File: src/rtl/mpg_regs.vh
// Constants for the pin glue block: register offsets, fields, reset values
`ifndef MPG_REGS_VH
`define MPG_REGS_VH
// Register byte offsets
`define MPG_OFS_PA_DDR    12'h000
`define MPG_OFS_PB_DDR    12'h004
`define MPG_OFS_PC_DDR    12'h008
`define MPG_OFS_PD_DDR    12'h00c
`define MPG_OFS_PIN_STAT  12'h010
`define MPG_OFS_CTRL      12'h014
// Control register fields
`define MPG_CTRL_STOP_BIT 0
`define MPG_CTRL_TIMER_COMPARE_OUT_BIT 1
`define MPG_CTRL_ACK_BIT  2
// Pin status register fields
`define MPG_ST_IRQ_BIT    0
`define MPG_ST_TIMER_CAPTURE_IN_BIT   1
`define MPG_ST_OSC_BIT    2
`define MPG_ST_INTRST_BIT 3
`define MPG_ST_PAIRQ_BIT  4
// Reset values and direction masks
`define MPG_DDR_RST       8'h00
`define MPG_PB_MASK       8'he0
`define MPG_PD_MASK       8'h20
// Reset pin stretch, in oscillator cycles
`define MPG_RST_STRETCH   8'h04
`endif

File: src/rtl/mpg_top.v
// Chip-level pin glue: clock divide, reset pin, port reset directions, ext interrupt
// Behaviour
// - Bus clock is the oscillator clock divided by two.
// - With stop-to-halt conversion, software cannot stop the oscillator.
// - Low on the reset pin resets the whole chip.
// - Internal reset sources drive the reset pin low.
// - Port A eight lines programmable, inputs after any reset.
// - Per-pin option adds pullup and active-low interrupt on port A lines.
// - Port B three lines programmable, inputs after reset.
// - Port C eight lines programmable, inputs after reset.
// - Port D line 5 programmable, input after reset.
// - Port D line 7 always input, always readable.
// - Clock-out option makes line 5 a fixed buffered oscillator output; the code gives oscillator / 2.
// - Timer compare output is low after any reset.
// - Low on interrupt pin sets a request latch.
// - Latch tested at instruction end; start interrupt if mask bit clear.
// - Option selects falling edge only or edge plus low level.
// - Option sets serial shift clock to oscillator divided by 2 to 256.
// - Option selects serial MSB first or LSB first.
// - Options enable watchdog reset and low-voltage reset sources.
// - Option converts stop instruction into halt mode.
//
// Register access over APB and the register addresses were decided locally.
`include "mpg_regs.vh"
`default_nettype none
module mpg_top #(
    parameter       IRQ_EDGE_LEVEL = 1'b1,      // 1: edge and level, 0: edge only
    parameter       SER_MSB_FIRST  = 1'b1,      // Serial bit order
    parameter [2:0] SER_RATE_SEL   = 3'd0,      // Divide 2 << sel
    parameter       WDOG_EN        = 1'b1,      // Watchdog reset enable
    parameter       LVR_EN         = 1'b1,      // Low-voltage reset enable
    parameter       STOP_TO_HALT   = 1'b0,      // Stop converted to halt
    parameter       CLK_OUT_EN     = 1'b0,      // Line 5 carries clock out
    parameter [7:0] PA_IRQ_PULL    = 8'h00      // Per-line pullup/interrupt
) (
    input  wire        ref_clk,                 // Oscillator clock
    input  wire        rst_b,                   // Power-on reset, active low
    input  wire        psel,                    // APB select
    input  wire        penable,                 // APB enable
    input  wire        pwrite,                  // APB direction
    input  wire [11:0] paddr,                   // APB byte address
    input  wire [31:0] pwdata,                  // APB write data
    output reg         pready,                  // APB ready
    output reg  [31:0] prdata,                  // APB read data
    output reg         pslverr,                 // APB error
    input  wire        reset_pin_in,            // Reset pin level
    output reg         reset_pin_out,           // Reset pin drive value
    output reg         reset_pin_oe,            // Reset pin pull-down enable
    output reg         chip_rst_b,              // Chip reset, active low
    output reg         bus_clock_phase,         // Bus clock, osc / 2
    output reg         osc_run,                 // Oscillator enable
    input  wire        stop_req,                // CPU stop instruction
    output reg         halt_mode,               // Stop converted to halt
    input  wire        wdog_fire,               // Watchdog timeout
    input  wire        lvr_fire,                // Low-voltage detect
    output reg  [7:0]  port_a_oe,               // Port A direction
    output reg  [7:0]  port_a_pullup,           // Port A pullup enables
    input  wire [7:0]  port_a_lines,            // Port A pin levels
    output reg  [7:0]  port_b_oe,               // Port B direction
    output reg  [7:0]  port_c_oe,               // Port C direction
    output reg         port_d_line_5_oe,        // Line 5 drive enable
    output reg         clock_out_pin,           // Oscillator divided by two
    input  wire        timer_capture_in,        // Line 7 pin
    output reg         timer_capture_sync,      // Line 7 synchronised
    input  wire        timer_cmp_next,          // Timer compare level
    output reg         timer_compare_out,       // Compare pin
    input  wire        irq_pin_b,               // Interrupt pin, active low
    input  wire        insn_done,               // Instruction completes
    input  wire        cc_irq_mask,             // Mask bit of condition_code_reg
    output reg         irq_start,               // Begin interrupt sequence
    output reg  [2:0]  ser_rate_sel,            // Serial divide select
    output reg         ser_msb_first,           // Serial bit order
    output reg         wdog_en,                 // Watchdog enable
    output reg         lvr_en                   // Low-voltage reset enable
);

    // =========================================================
    // Synchronisers
    // Stages reset to each pin's idle level, so no false edge after reset
    // Port A levels feed status and the line interrupts
    reg  [1:0]  rst_pin_s;
    reg  [1:0]  irq_s;
    reg  [1:0]  timer_capture_in_s;
    reg  [1:0]  wd_s;
    reg  [1:0]  lv_s;
    reg  [7:0]  pa_s0;
    reg  [7:0]  pa_s1;

    always @(posedge ref_clk or negedge rst_b) begin
        if (!rst_b) begin
            rst_pin_s <= 2'b11;
            irq_s     <= 2'b11;
            timer_capture_in_s    <= 2'b00;
            wd_s      <= 2'b00;
            lv_s      <= 2'b00;
            pa_s0     <= 8'hff;
            pa_s1     <= 8'hff;
        end else begin
            rst_pin_s <= {rst_pin_s[0], reset_pin_in};
            irq_s     <= {irq_s[0], irq_pin_b};
            timer_capture_in_s    <= {timer_capture_in_s[0], timer_capture_in};
            wd_s      <= {wd_s[0], wdog_fire};
            lv_s      <= {lv_s[0], lvr_fire};
            pa_s0     <= port_a_lines;
            pa_s1     <= pa_s0;
        end
    end

    // =========================================================
    // Reset pin, both directions
    // Internal sources reset the chip through the pin as well
    wire        int_rst = (WDOG_EN && wd_s[1]) || (LVR_EN && lv_s[1]);
    // Pin stays low a few cycles past the source so the board sees it
    reg  [7:0]  stretch_q;
    reg         int_rst_seen_q;

    always @(posedge ref_clk or negedge rst_b) begin
        if (!rst_b) begin
            stretch_q      <= 8'h00;
            reset_pin_out  <= 1'b0;
            reset_pin_oe   <= 1'b0;
            chip_rst_b     <= 1'b0;
        end else begin
            if (int_rst)
                stretch_q <= `MPG_RST_STRETCH;
            else if (stretch_q != 8'h00)
                stretch_q <= stretch_q - 8'h01;
            reset_pin_out <= 1'b0;
            reset_pin_oe  <= int_rst || (stretch_q != 8'h00);
            chip_rst_b    <= rst_pin_s[1] && !int_rst;
        end
    end

    // Soft reset for registers, ports and interrupt logic
    wire        srst = !chip_rst_b;

    // =========================================================
    // Clock derivation and low-power
    // Clock out is osc/2: the raw oscillator cannot pass a flop
    always @(posedge ref_clk or negedge rst_b) begin
        if (!rst_b) begin
            bus_clock_phase <= 1'b0;
            clock_out_pin   <= 1'b0;
        end else begin
            bus_clock_phase <= ~bus_clock_phase;
            clock_out_pin   <= CLK_OUT_EN ? ~clock_out_pin : 1'b0;
        end
    end

    // Stop bit is ignored when stop is turned into halt
    reg         ctrl_stop_q;

    always @(posedge ref_clk or negedge rst_b) begin
        if (!rst_b) begin
            osc_run   <= 1'b1;
            halt_mode <= 1'b0;
        end else if (srst) begin
            osc_run   <= 1'b1;
            halt_mode <= 1'b0;
        end else begin
            osc_run   <= STOP_TO_HALT ? 1'b1 : !(stop_req || ctrl_stop_q);
            halt_mode <= STOP_TO_HALT && stop_req;
        end
    end

    // =========================================================
    // Fixed option outputs
    // Flops copy the options so every output comes from a register
    always @(posedge ref_clk or negedge rst_b) begin
        if (!rst_b) begin
            ser_rate_sel  <= 3'd0;
            ser_msb_first <= 1'b0;
            wdog_en       <= 1'b0;
            lvr_en        <= 1'b0;
            port_a_pullup <= 8'h00;
        end else begin
            ser_rate_sel  <= SER_RATE_SEL;
            ser_msb_first <= SER_MSB_FIRST;
            wdog_en       <= WDOG_EN;
            lvr_en        <= LVR_EN;
            port_a_pullup <= PA_IRQ_PULL;
        end
    end

    // =========================================================
    // APB registers
    // One wait state: a write commits on the first access edge,
    // ready and read data stand for the following cycle
    reg  [7:0]  pa_ddr_q;
    reg  [7:0]  pb_ddr_q;
    reg  [7:0]  pc_ddr_q;
    reg         pd_ddr_q;
    reg         timer_compare_out_ctl_q;
    reg         irq_latch_q;
    wire        acc   = psel && penable && !pready;
    wire        wr    = acc && pwrite;
    wire        ack_w = wr && (paddr == `MPG_OFS_CTRL) && pwdata[`MPG_CTRL_ACK_BIT];
    // Unmapped offsets answer with an error and read as zero
    reg         hit;

    always @* begin
        case (paddr)
            `MPG_OFS_PA_DDR,
            `MPG_OFS_PB_DDR,
            `MPG_OFS_PC_DDR,
            `MPG_OFS_PD_DDR,
            `MPG_OFS_PIN_STAT,
            `MPG_OFS_CTRL:     hit = 1'b1;
            default:           hit = 1'b0;
        endcase
    end

    always @(posedge ref_clk or negedge rst_b) begin
        if (!rst_b) begin
            pa_ddr_q    <= `MPG_DDR_RST;
            pb_ddr_q    <= `MPG_DDR_RST;
            pc_ddr_q    <= `MPG_DDR_RST;
            pd_ddr_q    <= 1'b0;
            ctrl_stop_q <= 1'b0;
            timer_compare_out_ctl_q  <= 1'b0;
            pready      <= 1'b0;
            prdata      <= 32'h0000_0000;
            pslverr     <= 1'b0;
        end else if (srst) begin
            pa_ddr_q    <= `MPG_DDR_RST;
            pb_ddr_q    <= `MPG_DDR_RST;
            pc_ddr_q    <= `MPG_DDR_RST;
            pd_ddr_q    <= 1'b0;
            ctrl_stop_q <= 1'b0;
            timer_compare_out_ctl_q  <= 1'b0;
            pready      <= 1'b0;
            prdata      <= 32'h0000_0000;
            pslverr     <= 1'b0;
        end else begin
            pready  <= acc;
            pslverr <= acc && !hit;
            prdata  <= 32'h0000_0000;
            if (wr) begin
                case (paddr)
                    `MPG_OFS_PA_DDR: pa_ddr_q <= pwdata[7:0];
                    `MPG_OFS_PB_DDR: pb_ddr_q <= pwdata[7:0] & `MPG_PB_MASK;
                    `MPG_OFS_PC_DDR: pc_ddr_q <= pwdata[7:0];
                    `MPG_OFS_PD_DDR: pd_ddr_q <= pwdata[5];
                    `MPG_OFS_CTRL: begin
                        ctrl_stop_q <= pwdata[`MPG_CTRL_STOP_BIT] && !STOP_TO_HALT;
                        timer_compare_out_ctl_q  <= pwdata[`MPG_CTRL_TIMER_COMPARE_OUT_BIT];
                    end
                    default: ;
                endcase
            end else if (acc) begin
                case (paddr)
                    `MPG_OFS_PA_DDR:   prdata <= {24'h000000, pa_ddr_q};
                    `MPG_OFS_PB_DDR:   prdata <= {24'h000000, pb_ddr_q};
                    `MPG_OFS_PC_DDR:   prdata <= {24'h000000, pc_ddr_q};
                    `MPG_OFS_PD_DDR:   prdata <= {26'h0000000, pd_ddr_q, 5'h00};
                    `MPG_OFS_PIN_STAT: prdata <= {19'h00000, pa_s1, irq_latch_q,
                                                  int_rst_seen_q, osc_run,
                                                  timer_capture_in_s[1], !irq_s[1]};
                    `MPG_OFS_CTRL:     prdata <= {29'h00000000, 1'b0, timer_compare_out_ctl_q,
                                                  ctrl_stop_q};
                    default:           prdata <= 32'h0000_0000;
                endcase
            end
        end
    end

    // Sticky internal-reset flag survives the soft reset it causes
    always @(posedge ref_clk or negedge rst_b) begin
        if (!rst_b)
            int_rst_seen_q <= 1'b0;
        else if (int_rst)
            int_rst_seen_q <= 1'b1;
        else if (ack_w)
            int_rst_seen_q <= 1'b0;
    end

    // =========================================================
    // Port directions and timer pins
    // Capture line passes on in chip reset too, so it reads at any time
    always @(posedge ref_clk or negedge rst_b) begin
        if (!rst_b) begin
            port_a_oe          <= 8'h00;
            port_b_oe          <= 8'h00;
            port_c_oe          <= 8'h00;
            port_d_line_5_oe   <= 1'b0;
            timer_capture_sync <= 1'b0;
            timer_compare_out  <= 1'b0;
        end else if (srst) begin
            port_a_oe          <= 8'h00;
            port_b_oe          <= 8'h00;
            port_c_oe          <= 8'h00;
            port_d_line_5_oe   <= CLK_OUT_EN;
            timer_capture_sync <= timer_capture_in_s[1];
            timer_compare_out  <= 1'b0;
        end else begin
            port_a_oe          <= pa_ddr_q;
            port_b_oe          <= pb_ddr_q & `MPG_PB_MASK;
            port_c_oe          <= pc_ddr_q;
            port_d_line_5_oe   <= CLK_OUT_EN ? 1'b1 : pd_ddr_q;
            timer_capture_sync <= timer_capture_in_s[1];
            timer_compare_out  <= timer_cmp_next ^ timer_compare_out_ctl_q;
        end
    end

    // =========================================================
    // External interrupt latch and gating
    // Set wins over take, so a request in the take cycle is not lost
    reg         irq_prev_q;
    wire        irq_fall  = irq_prev_q && !irq_s[1];
    // Level mode keeps the latch set while the pin stays low
    wire        irq_level = IRQ_EDGE_LEVEL && !irq_s[1];
    wire [7:0]  pa_low;
    genvar      gi;

    // Fitted port A lines request while low
    generate
        for (gi = 0; gi < 8; gi = gi + 1) begin : g_pa_irq
            assign pa_low[gi] = PA_IRQ_PULL[gi] && !pa_s1[gi];
        end
    endgenerate
    wire        irq_set   = irq_fall || irq_level || (pa_low != 8'h00);
    wire        irq_take  = insn_done && irq_latch_q && !cc_irq_mask;

    always @(posedge ref_clk or negedge rst_b) begin
        if (!rst_b) begin
            irq_prev_q  <= 1'b1;
            irq_latch_q <= 1'b0;
            irq_start   <= 1'b0;
        end else if (srst) begin
            irq_prev_q  <= 1'b1;
            irq_latch_q <= 1'b0;
            irq_start   <= 1'b0;
        end else begin
            irq_prev_q <= irq_s[1];
            irq_start  <= irq_take;
            if (irq_set)
                irq_latch_q <= 1'b1;
            else if (irq_take)
                irq_latch_q <= 1'b0;
        end
    end

endmodule
`default_nettype wire

File: config.mk
export PLATFORM = sky130hd
export DESIGN_NAME = mpg_top
export DESIGN_NICKNAME = d
export VERILOG_FILES = /design/src/rtl/mpg_top.v
export VERILOG_INCLUDE_DIRS = /design/src /design/src/rtl
export SDC_FILE = /design/constraint.sdc
export NUM_CORES = 1
export LEC_CHECK = 0
export BUFFER_PORTS_ARGS = -buffer_cell sky130_fd_sc_hd__buf_2
export CAP_MARGIN = 20
export CORE_UTILIZATION = 50
export CTS_CLUSTER_SIZE = 12
export DETAILED_ROUTE_END_ITERATION = 16
export PLACE_DENSITY = 0.79
export SETUP_SLACK_MARGIN = 0.1
export SYNTH_ARGS = -nofsm -noshare
export SYNTH_HDL_FRONTEND = slang
export SYNTH_SLANG_ARGS = --single-unit
File: constraint.sdc
create_clock -name ref_clk -period 4.8 [get_ports ref_clk]
set_clock_uncertainty 0.1 [all_clocks]
set_input_delay 0.24 -clock ref_clk [delete_from_list [all_inputs] [get_ports ref_clk]]
set_output_delay 0.24 -clock ref_clk [all_outputs]
set_load 0.01 [all_outputs]
---- After elaboration in Yosys (flattened, before gate mapping) ----
Cells that the tools add are included.
word-level totals
  register bits ........................... 131
  bits in latches ......................... 0
  memory bits (writable) .................. 0
  bits in read-only memories .............. 0
  input port bits ......................... 66
  output and inout port bits .............. 83
  logic and storage cells ................. 117
  memories ................................ 0
cells by class
  $add $sub $neg .......................... 1
  multipliers ............................. 0
  divide/modulo/power cells ............... 0
  $lt $le $gt $ge ......................... 0
  equality and inequality tests ........... 12
  shift-type cells ........................ 0
  muxes and demuxes ....................... 40
  bitwise gates (word level) .............. 2
  reductions and logical operators ........ 30
operators by type and width
  kind                                                                     number
  8-bit two-way mux                                                        14
  13-bit case mux with 6 select lines                                      1
  13-bit two-way mux                                                       3
  12-bit by 4-bit == test with 1-bit output, second input constant         2
  12-bit by 5-bit == test with 1-bit output, second input constant         2
  1-bit two-way mux                                                        22
  12-bit by 3-bit == test with 1-bit output, second input constant         1
  12-bit logical NOT                                                       1
  2-bit by 1-bit inequality test with 1-bit output, second input constant  6
  1-bit logical AND                                                        10
  2-bit AND reduction                                                      5
  8-bit nonzero test                                                       1
  8-bit by 1-bit subtractor with 8-bit output, second input constant       1
  1-bit logical NOT                                                        6
  6-bit OR reduction                                                       1
  1-bit logical OR                                                         4
  2-bit nonzero test                                                       2
  3-bit by 1-bit inequality test with 1-bit output, second input constant  1
  1-bit NOT                                                                1
  1-bit XOR                                                                1

---- Depth between registers and ports, before layout ----
Gate-level depths: netlist (run 1).
  depth after elaboration ................. 7
  depth in mapped cells ................... 7
  gate-level depth less buffers ........... 6

---- Worst setup path before layout (run 1) ----
No wires, ideal clock.
  path kind ............................... in2reg
  start ................................... input paddr[7]
  end ..................................... register pb_ddr_q[5]
  setup time .............................. 0.079 ns
  arrival ................................. 1.813 ns
  data required time ...................... 4.621 ns
  slack ................................... 2.807 ns
  stages on the path ...................... 5
  path buffers ............................ 1
  path through ............................ or4_4 -> or4_4 -> buf_6 -> nor3_4 -> mux2i_1
on the way
  word-level cells in the longest chain between the ends .. 3
RTL lines
  item                                                               line           text
  from (decl)                                                        mpg_top.v:41   input wire [11:0] paddr,
  12-bit by 3-bit == test with 1-bit output                          mpg_top.v:239  case (paddr)
  2-bit by 1-bit inequality test with 1-bit output (no source line)  --
  2-bit AND reduction (no source line)                               --
  to (signal assigned)                                               mpg_top.v:216  pb_ddr_q <= `MPG_DDR_RST;
  to (signal assigned)                                               mpg_top.v:226  pb_ddr_q <= `MPG_DDR_RST;
  to (signal assigned)                                               mpg_top.v:241  `MPG_OFS_PB_DDR: pb_ddr_q <= pwdata[7:0] & `MPG_PB_MASK;
  to (decl)                                                          mpg_top.v:190  reg [7:0] pb_ddr_q;
No other way between the ends.
A chain may end at the register's enable or synchronous reset.

---- Final worst setup path (run 1) ----
  start ................................... register stretch_q[0]
  end ..................................... register stretch_q[1]
on the way
  word-level cells in the longest chain between the ends .. 3
  elaborated cells on any way between the ends .. 5
  classes of those cells .................. 1 x add/sub; 2 x mux; 2 x reduce/logical
RTL lines
  item                                         line           text
  from (decl)                                  mpg_top.v:114  reg [7:0] stretch_q;
  from (signal assigned)                       mpg_top.v:125  stretch_q <= `MPG_RST_STRETCH;
  from (signal assigned)                       mpg_top.v:127  stretch_q <= stretch_q - 8'h01;
  8-bit by 1-bit subtractor with 8-bit output  mpg_top.v:127
  8-bit two-way mux                            mpg_top.v:126  else if (stretch_q != 8'h00)
  8-bit two-way mux                            mpg_top.v:124  if (int_rst)
Parallel ways exist; a longest one is shown, timed or not. The select of a mux whose other input is x is not followed.

==> results of run 1 <==
[layer usage]
metal	wire, um	vias to the layer above	track usage, %	share of wire [%]
met5	0	-	0	0
met4	106	0	7.55	1.4
met3	505	9	3.45	6.8
met2	3590	131	29.9	48
met1	3240	1271	24.9	44
li1	-	1241	-	-
[layout make-up]
class                      count  area [um2]
sequential                   101        2550
clock inverter                 7        65.1
tap                          102         128
clock buffer                   9         124
multi-input combinational    194        1220
fill                         615        2990
inverter                      30         113
timing repair buffer         105         618
[through the flow]
stage | worst slack (ps) | hold WS, ps | std cells | cell area [um2] | power, mW
global placement | 2650 | 130 | 515 | 4460 | 0.988
finish | 2880 | 61.7 | 548 | 4820 | 1.49
CTS | 2880 | 42.0 | 548 | 4820 | 1.51
floorplan | 2810 | -156 | 375 | 4230 | 0.967
global route | 2750 | 63.8 | 548 | 4820 | 1.56
detailed placement | 2550 | 137 | 515 | 4460 | 0.992
[flip-flops by register name, summed over array words and instances (netlist names), 2 cells and up]
register,count
prdata,13
wd_s,2
port_b_oe,3
pa_s0,8
port_a_oe,8
pc_ddr_q,8
pa_ddr_q,8
lv_s,2
port_c_oe,8
stretch_q,8
rst_pin_s,2
pa_s1,8
irq_s,2
pb_ddr_q,3
timer_capture_in_s,2
[how the worst min path moves through the flow]
stage          startpoint         endpoint  slack [ps]  depth (start not counted)
4_1_cts         pwdata[3]      pc_ddr_q[3]          40                          3
6_report        pwdata[3]      pc_ddr_q[3]          60                          3
3_3_place_gp        rst_b     port_a_oe[6]         130                          1
5_1_grt         pwdata[4]      pa_ddr_q[4]          60                          3
2_1_floorplan       rst_b  bus_clock_phase        -160                          0
3_5_place_dp        rst_b     port_a_oe[6]         140                          1
[layout by cell type, fill, tap and decap left out, types with 4 or more instances in the layout]
cell type and n:
a21oi_1 4, nor2_1 17, dfstp_2 21, inv_1 30, dlygate4sd3_1 17, clkbuf_8 9, and2_1 8, nand2_1 36
buf_2 85, conb_1 39, a22oi_1 5, dfrtp_1 80, mux2i_1 26
[timing repair]
| action | CTS | global route |
|---|---|---|
| hold endpoints to repair | 47 | 0 |
| hold buffers | 17 | 0 |
| setup endpoints to repair | 0 | 0 |
[cell families (layout without fill, tap and decap cells)]
group | count (synthesis) | count (layout) | synth area share [%]
other cells | 2 | 39 | 0.183
mux | 31 | 31 | 8.00
flops | 101 | 101 | 62.4
simple gates | 94 | 94 | 12.5
compound gates | 26 | 26 | 4.68
buf+inv | 80 | 151 | 11.3
fa+ha+maj | 1 | 1 | 0.305
xor+xnor | 3 | 3 | 0.642
[synthesized netlist by cell type, drive strengths merged (2+ instances only)]
cell type | n | area share (%)
nor4 | 4 | 0.98
a32oi | 3 | 0.64
a22oi | 5 | 0.92
xor2 | 2 | 0.43
inv | 30 | 2.7
nor2 | 17 | 1.6
buf | 43 | 7.9
nand3 | 3 | 0.37
o22a | 2 | 0.43
clkbuf | 7 | 0.64
nor2b | 3 | 0.46
or4 | 3 | 0.73
dfrtp | 80 | 49
mux2i | 26 | 6.4
and3b | 2 | 0.43
dfstp | 21 | 13
and2 | 8 | 1.2
nand4 | 2 | 0.31
or2 | 2 | 0.31
mux2 | 4 | 1.1
conb | 2 | 0.18
o32a | 2 | 0.49
a21oi | 4 | 0.49
or3 | 3 | 0.46
o31ai | 2 | 0.37
nor3b | 2 | 0.37
nor3 | 4 | 1.0
o21ai | 3 | 0.37
nand2 | 36 | 3.3
[tightest hold or removal path, cell delays in order]
cell and delay (ps):
buf_2 100, nand2_1 80, mux2i_1 60
[power breakdown]
| part | switching, mW | internal [mW] |
|---|---|---|
| sequential | 0.00776 | 0.873 |
| clock | 0.305 | 0.202 |
| combinational | 0.0660 | 0.0378 |
| total | 0.379 | 1.11 |
==> flow_metrics.tcl, run 1 <==
set metrics [dict create \
    status "finished clean" \
    hold_viol_final 0 \
    nets 508 \
    worstPathRequired_ps 4970 \
    cts_tree "done" \
    arrival_ps 2090 \
    syn_area_per_cell_um2 12.1 \
    core-area_um2 7810 \
    htree_levels 3 \
    core.rowCount 32 \
    slowest_delay_ps 430 \
    portBuffers 86 \
    fp.dieH_um 92.5 \
    drive_above_1_share_pct 30.0 \
    finalCriticalPeriod_ps 1920 \
    post-cts-setup-buffers 0 \
    first_global_vias 2589 \
    grt_pass1_wl_um 12200 \
    cts.clk_slew.worst_paths_ps 100 \
    startpoint "stretch_q[0]" \
    drc 0 \
    wirelength_um 7450 \
    worst_pin_slew_ps 833 \
    hpwl_um 5180 \
    ir_drop_mv 0.153 \
    numCtsBuffers 9 \
    cp_max_fo 5 \
    drt_iter0_drc 188 \
    clk_root_buffer_cell "clkbuf_8" \
    critPathBufInv 1 \
    crit_slowest_cell "dfrtp_1" \
    utilization_pct 61.7 \
    worstSetupPathType "flop to flop" \
    synth_enable_flop_cells 0 \
    finalSetupViolations 0 \
    max_cap_viol_count 0 \
    ys_ff_latch 101 \
    viasPerCell 4.84 \
    fp.dieW_um 92.5 \
    grt_usage_pct 18.6 \
    area_growth_pct 17.7 \
    yosys_warnings 0 \
    period_share_pct 40.0 \
    syn_inst 338 \
    r2r-end "stretch_q[1]" \
    powerDensity_nw_per_um2 310 \
    worstRegToRegCells 5 \
    vias 2652 \
    ys_seq_area_share_pct 62.4 \
    pin_count 149 \
    clk_latency_ps 360 \
    die_area_um2 8560 \
    grt_max_degree 62 \
    worst-path-stages 5 \
    ctsLongestPathBuffers 2 \
    slew_headroom_pct 44.4 \
    rsz0062_at_grt "no" \
    syn-cell-area_um2 4100 \
    r2r-start "stretch_q[0]" \
    gp_congestion 0.812 \
    worst_path_dominant_cell_family "simple AND/OR/NAND/NOR gates" \
    fmax_ghz 0.521 \
    async_flop_share_pct 100 \
    slew_violations 0 \
    path_cells "inv_1, ha_1, or3b_1, or2_0, a211oi_1" \
    grt_overflow 0 \
    drtPass1Iterations 4 \
    hold_path.class "primary input to flop" \
    wl_per_cell_um 13.6 \
    crit_end "stretch_q[1]" \
    antenna_found_initial 0 \
    start_util_pct 52.5 \
    yosys.cell_types.count 50 \
    ant_nets 0 \
    diodes 0 \
    clock_sinks 101 \
    start_kind "flop" \
    final.setup.tns_ps 0 \
    p_leak_nw 2.62 \
    crit_path_end_kind "flop" \
    ys.flop_type "dfrtp_1" \
    reg2reg_slack_ps 2880 \
    cts_resized 0 \
]
(Power assumes the default switching activity.)
==> inputs of run 2 (changes only) <==
--- a/config.mk
+++ b/config.mk
@@ -6,12 +6,13 @@
 export SDC_FILE = /design/constraint.sdc
 export NUM_CORES = 1
 export LEC_CHECK = 0
+export ABC_AREA = 1
 export BUFFER_PORTS_ARGS = -buffer_cell sky130_fd_sc_hd__buf_2
 export CAP_MARGIN = 20
 export CORE_UTILIZATION = 50
 export CTS_CLUSTER_SIZE = 12
 export DETAILED_ROUTE_END_ITERATION = 16
-export PLACE_DENSITY = 0.79
+export PLACE_DENSITY = 0.78
 export SETUP_SLACK_MARGIN = 0.1
 export SYNTH_ARGS = -nofsm -noshare
 export SYNTH_HDL_FRONTEND = slang
==> constraint.sdc (replaced) <==
create_clock -name ref_clk -period 1.9 [get_ports ref_clk]
set_clock_uncertainty 0.1 [all_clocks]
set_input_delay 0.095 -clock ref_clk [delete_from_list [all_inputs] [get_ports ref_clk]]
set_output_delay 0.095 -clock ref_clk [all_outputs]
set_load 0.01 [all_outputs]
==> flow_metrics.tcl, run 2 <==
set metrics [dict create \
    numCtsBuffers 9 \
    fp.dieH_um 94.5 \
    regMostFlops "prdata" \
    fillers 668 \
    core-area_um2 8260 \
    core.rowCount 33 \
    layout.area.seq_um2 2550 \
    powerDensity_nw_per_um2 765 \
    cts_resized 0 \
    max_cap_viol_count 0 \
    pin_count 149 \
    slew_headroom_pct 65.2 \
    clk_latency_ps 360 \
    clk_root_buffer_cell "clkbuf_8" \
    p_leak_nw 2.81 \
    ys.flop_type "dfrtp_1" \
    slew_violations 0 \
    ctsLongestPathBuffers 2 \
    drtPass1Iterations 4 \
    vias 3040 \
    start_util_pct 51.8 \
    area_growth_pct 20.6 \
    drive_above_1_share_pct 30.7 \
    fp.dieW_um 94.5 \
    hpwl_um 5640 \
    postLayoutCellArea_um2 5160 \
    diodes 0 \
    grt_overflow 0 \
    clock_sinks 101 \
    die_area_um2 8930 \
    synthTopCellsByArea "dfrtp_1 (47%), dfstp_2 (13%), nand2_1 (8.2%)" \
    syn-cell-area_um2 4280 \
    cts.clk_slew.worst_paths_ps 90 \
    syn_area_per_cell_um2 10.0 \
    htree_levels 3 \
    worstSetupPathType "flop to flop" \
    start_kind "flop" \
    synth.most_common_cell "nand2_1" \
    place_ws_ps 346 \
    drt_iter0_drc 186 \
    cts_tree "done" \
    ys_seq_area_share_pct 59.7 \
    utilization_pct 62.5 \
    yosys.cell_types.count 30 \
    nets 612 \
    period_share_pct 87.5 \
    grt_usage_pct 19.5 \
    final_common_cell "nand2_1" \
    viasPerCell 4.64 \
    synth_top_area_cell "dfrtp_1" \
    hold_path.class "primary input to flop" \
    yosys_warnings 0 \
    cp_max_fo 22 \
    worstPathRequired_ps 2100 \
    drc 0 \
    worst_slack_ps 238 \
    portBuffers 86 \
    most-common-layout-cells "nand2_1 (93), buf_2 (85), dfrtp_1 (80), inv_1 (44), nor2_1 (42)" \
    gp_congestion 0.850 \
    async_flop_share_pct 100 \
    multi_input_area_um2 1320 \
    synth_enable_flop_cells 0 \
    final.setup.tns_ps 0 \
    wl_per_cell_um 12.7 \
    status "finished clean" \
    dpl_cell_area_um2 4680 \
    worst_pin_slew_ps 522 \
    crit_path_end_kind "flop" \
    synth_common_cells "nand2_1 (93), dfrtp_1 (80), inv_1 (44)" \
    rsz0062_at_grt "no" \
    fmax_ghz 0.602 \
    arrival_ps 1860 \
    largest_reg_flops 13 \
    finalSetupViolations 0 \
    grt_max_degree 102 \
    holdWs_ps 26.6 \
    reg2reg_slack_ps 240 \
    finalCriticalPeriod_ps 1660 \
    post-cts-setup-buffers 0 \
    yosysTopAreaCellShare_pct 46.8 \
    wirelength_um 8300 \
    ir_drop_mv 0.353 \
    antenna_found_initial 0 \
    ant_nets 0 \
    grt_pass1_wl_um 13000 \
    ys_ff_latch 101 \
    syn_inst 426 \
    hold_viol_final 0 \
    first_global_vias 2802 \
]
## run 2: cell count changes in the layout (fill, tap and decap cells not counted), moves of 5 or more
cell           previous run  this run
nand2_1                  36        93
mux2i_1                  26         0
nand3_1                   3        29
nor2_1                   17        42
o21ai_2                   0        16
inv_1                    30        44
dlygate4sd3_1            17        27
and2_1                    8         0
nand2_2                   0         7
nor2_2                    0         7
o21ai_0                   2         8
a22oi_1                   5         0
## run 2: cell type report
type	count	share of cell area (%)
flip-flops and latches	101	49.5
multi-input cells	267	25.6
clock inverters	3	0.824
inverters	47	3.47
clock buffers	13	3.30
well taps	105	2.55
repair buffers	119	14.7
## run 2: metrics by stage
stage               std cells  total power [mW]
global placement          612              2.51
finish                    655              3.95
global route              655              4.11
floorplan                 463              2.45
detailed placement        612              2.52
CTS                       655              3.98
## run 2: logic make-up after synthesis
family | Yosys count | share of synthesized area [%]
buffers and inverters | 95 | 12.7
DFF | 101 | 59.7
adders and majority gates | 1 | 0.292
other | 2 | 0.176
and+or+nand+nor | 191 | 21.1
AOI/OAI and AO/OA | 32 | 5.23
xor gates and xnor gates | 4 | 0.819
## run 2: repair_timing
item | CTS | global route
setup endpoints to repair | 0 | 0
hold buffers | 27 | 0
endpoints found under the hold margin | 116 | 0
## run 2: layer usage
| layer | up-vias | part of all wire, % | track usage, % |
|---|---|---|---|
| met5 | - | 0 | 0 |
| met4 | 0 | 2.8 | 9.34 |
| met3 | 21 | 6.1 | 4.11 |
| met2 | 115 | 49 | 32.0 |
| met1 | 1432 | 42 | 24.8 |
| li1 | 1472 | - | - |
## run 2: worst paths after layout
check / from / end / depth (start not counted)
max: chip_rst_b / irq_start / 4
min: pwrite / prdata[11] / 5
max reg2reg: chip_rst_b / irq_start / 4
min reg2reg: wd_s[0] / wd_s[1] / 0
max in group asynchronous: rst_b / irq_s[1] / 3
min in group asynchronous: rst_b / pc_ddr_q[3] / 3
## run 2: report_power, final
group,internal (mW),switching (mW)
Sequential,2.21,0.0189
Clock,0.724,0.702
Combinational,0.108,0.187
## run 2: critical path, cell delays in order, from the launching register on
cell           delay (ps)
dfrtp_1               400
buf_4                 270
inv_1                 110
nor3_1                160
dlygate4sd3_1         560
==> inputs of run 3 (changes only) <==
--- a/config.mk
+++ b/config.mk
@@ -7,12 +7,12 @@
 export NUM_CORES = 1
 export LEC_CHECK = 0
 export ABC_AREA = 1
-export BUFFER_PORTS_ARGS = -buffer_cell sky130_fd_sc_hd__buf_2
 export CAP_MARGIN = 20
 export CORE_UTILIZATION = 50
 export CTS_CLUSTER_SIZE = 12
 export DETAILED_ROUTE_END_ITERATION = 16
-export PLACE_DENSITY = 0.78
+export DONT_BUFFER_PORTS = 1
+export PLACE_DENSITY = 0.63
 export SETUP_SLACK_MARGIN = 0.1
 export SYNTH_ARGS = -nofsm -noshare
 export SYNTH_HDL_FRONTEND = slang
==> flow_metrics.tcl, run 3 (same netlist as run 2, synthesis figures left out) <==
set metrics [dict create \
    drive_above_1_share_pct 18.1 \
    pin_count 149 \
    grtUsageMet3_pct 2.82 \
    ir_drop_mv 0.419 \
    max_cap_viol_count 0 \
    multi_input_area_um2 1340 \
    fp.dieW_um 94.5 \
    grt_busiest_layer "met2" \
    first_global_vias 2645 \
    grt_usage_pct 18.5 \
    numCtsBuffers 9 \
    p_leak_nw 2.44 \
    ctsLongestPathBuffers 2 \
    status "finished with violations" \
    grt_use_met2_pct 31.2 \
    critPathBufInv 2 \
    layout.area.seq_um2 2550 \
    path_cells "dlygate4sd3_1, nor2_1, nand2_1, nor2_2, dlygate4sd3_1, nand2_2, o21ai_2, nor2_1, nor2_1" \
    worst_path_dominant_cell_family "buffers and inverters" \
    drt_iter0_drc 131 \
    htree_levels 3 \
    grt_overflow 0 \
    cts_tree "done" \
    start_kind "primary input" \
    area_growth_pct 11.7 \
    vias 2631 \
    viasPerCell 4.58 \
    rsz0062_at_grt "yes" \
    wirelength_um 7660 \
    diodes 0 \
    clock_sinks 101 \
    portBuffers 0 \
    grt_pass1_wl_um 12400 \
    finalCriticalPeriod_ps 1700 \
    regMostFlops "prdata" \
    grt_max_degree 102 \
    holdWs_ps -682 \
    arrival_ps 1890 \
    finalSetupViolations 0 \
    hpwl_um 5110 \
    hold_viol_final 101 \
    core-area_um2 8260 \
    powerDensity_nw_per_um2 786 \
    crit_top_cell "nor2_1" \
    antenna_found_initial 0 \
    drtPass1Iterations 4 \
    total_power_mw 3.76 \
    wl_per_cell_um 13.3 \
    final_common_cell "nand2_1" \
    die_area_um2 8930 \
    slowest_delay_ps 600 \
    fillers 735 \
    gp_congestion 0.778 \
    largest_reg_flops 13 \
    crit_slowest_cell "dlygate4sd3_1" \
    final.setup.tns_ps 0 \
    violations "hold timing" \
    clk_latency_ps 360 \
    most-common-layout-cells "nand2_1 (93), dfrtp_1 (80), inv_1 (44), nor2_1 (39), conb_1 (39)" \
    clk_root_buffer_cell "clkbuf_8" \
    start_util_pct 51.8 \
    fp.dieH_um 94.5 \
    stdcell_count 575 \
    worstSetupPathType "primary input to flop" \
    core.rowCount 33 \
    hold_path.class "primary input to async pin" \
    fmax_ghz 0.588 \
    nets 532 \
    cts.clk_slew.worst_paths_ps 100 \
    worstPathRequired_ps 2090 \
    cts_hold_buf 35 \
    dpl.cell_count 523 \
    drc 0 \
    grt_util_met1_pct 23.7 \
    slew_violations 0 \
    period_share_pct 89.5 \
    crit_path_end_kind "flop" \
    ant_nets 0 \
    cp_max_fo 6 \
]
==> run 3: changes by cell type in the layout (fill, tap and decap cells not counted), sizes merged <==
cell / previous run / this run
dlygate4sd3: 27 / 35
buf: 92 / 4
clkbuf: 13 / 11
inv: 47 / 48
clkinv: 1 / 2
==> run 3: path summary, 6_finish.rpt <==
kind	start	to	slack [ps]	cells after the start
setup / recovery	paddr[5]	prdata[0]	200	9
hold / removal	rst_b	prdata[4]	-680	0
setup reg to reg	chip_rst_b	irq_start	230	4
hold reg to reg	wd_s[0]	wd_s[1]	250	0
max in group asynchronous	rst_b	pa_s1[4]	2170	0
min in group ref_clk	paddr[6]	pb_ddr_q[7]	70	5
==> run 3: per-layer routing <==
layer | wire length [um] | share of wire (%)
met4 | 133 | 1.7
met2 | 3740 | 49
met5 | 0 | 0
met3 | 398 | 5.2
met1 | 3390 | 44
==> run 3: final cells by class <==
cell class	count	share of cell area, %
Multi-Input combinational cell	267	28.0
Clock buffer	11	2.75
Sequential cell	101	53.4
Inverter	47	3.74
Tap cell	105	2.75
Timing Repair Buffer	39	8.04
Clock inverter	5	1.26
==> run 3: per-stage QoR <==
step	utilization, %	setup WS (ps)	area [um2]
after detailed placement	51.0	318	4210
after global placement	51.0	350	4210
after global routing	57.9	72.8	4780
final	57.9	199	4780
after CTS	57.5	115	4750
after floorplan	-	510	4420
==> run 3: power breakdown <==
part | total [mW] | internal, mW | switching, mW
clock | 1.32 | 0.615 | 0.706
sequential | 2.23 | 2.21 | 0.0219
combinational | 0.205 | 0.0801 | 0.125
==> run 3: timing repair <==
item,CTS,global route
hold endpoints to repair,156,101
gates resized for setup,0,6
setup endpoints to repair,0,11
buffers inserted,0,1
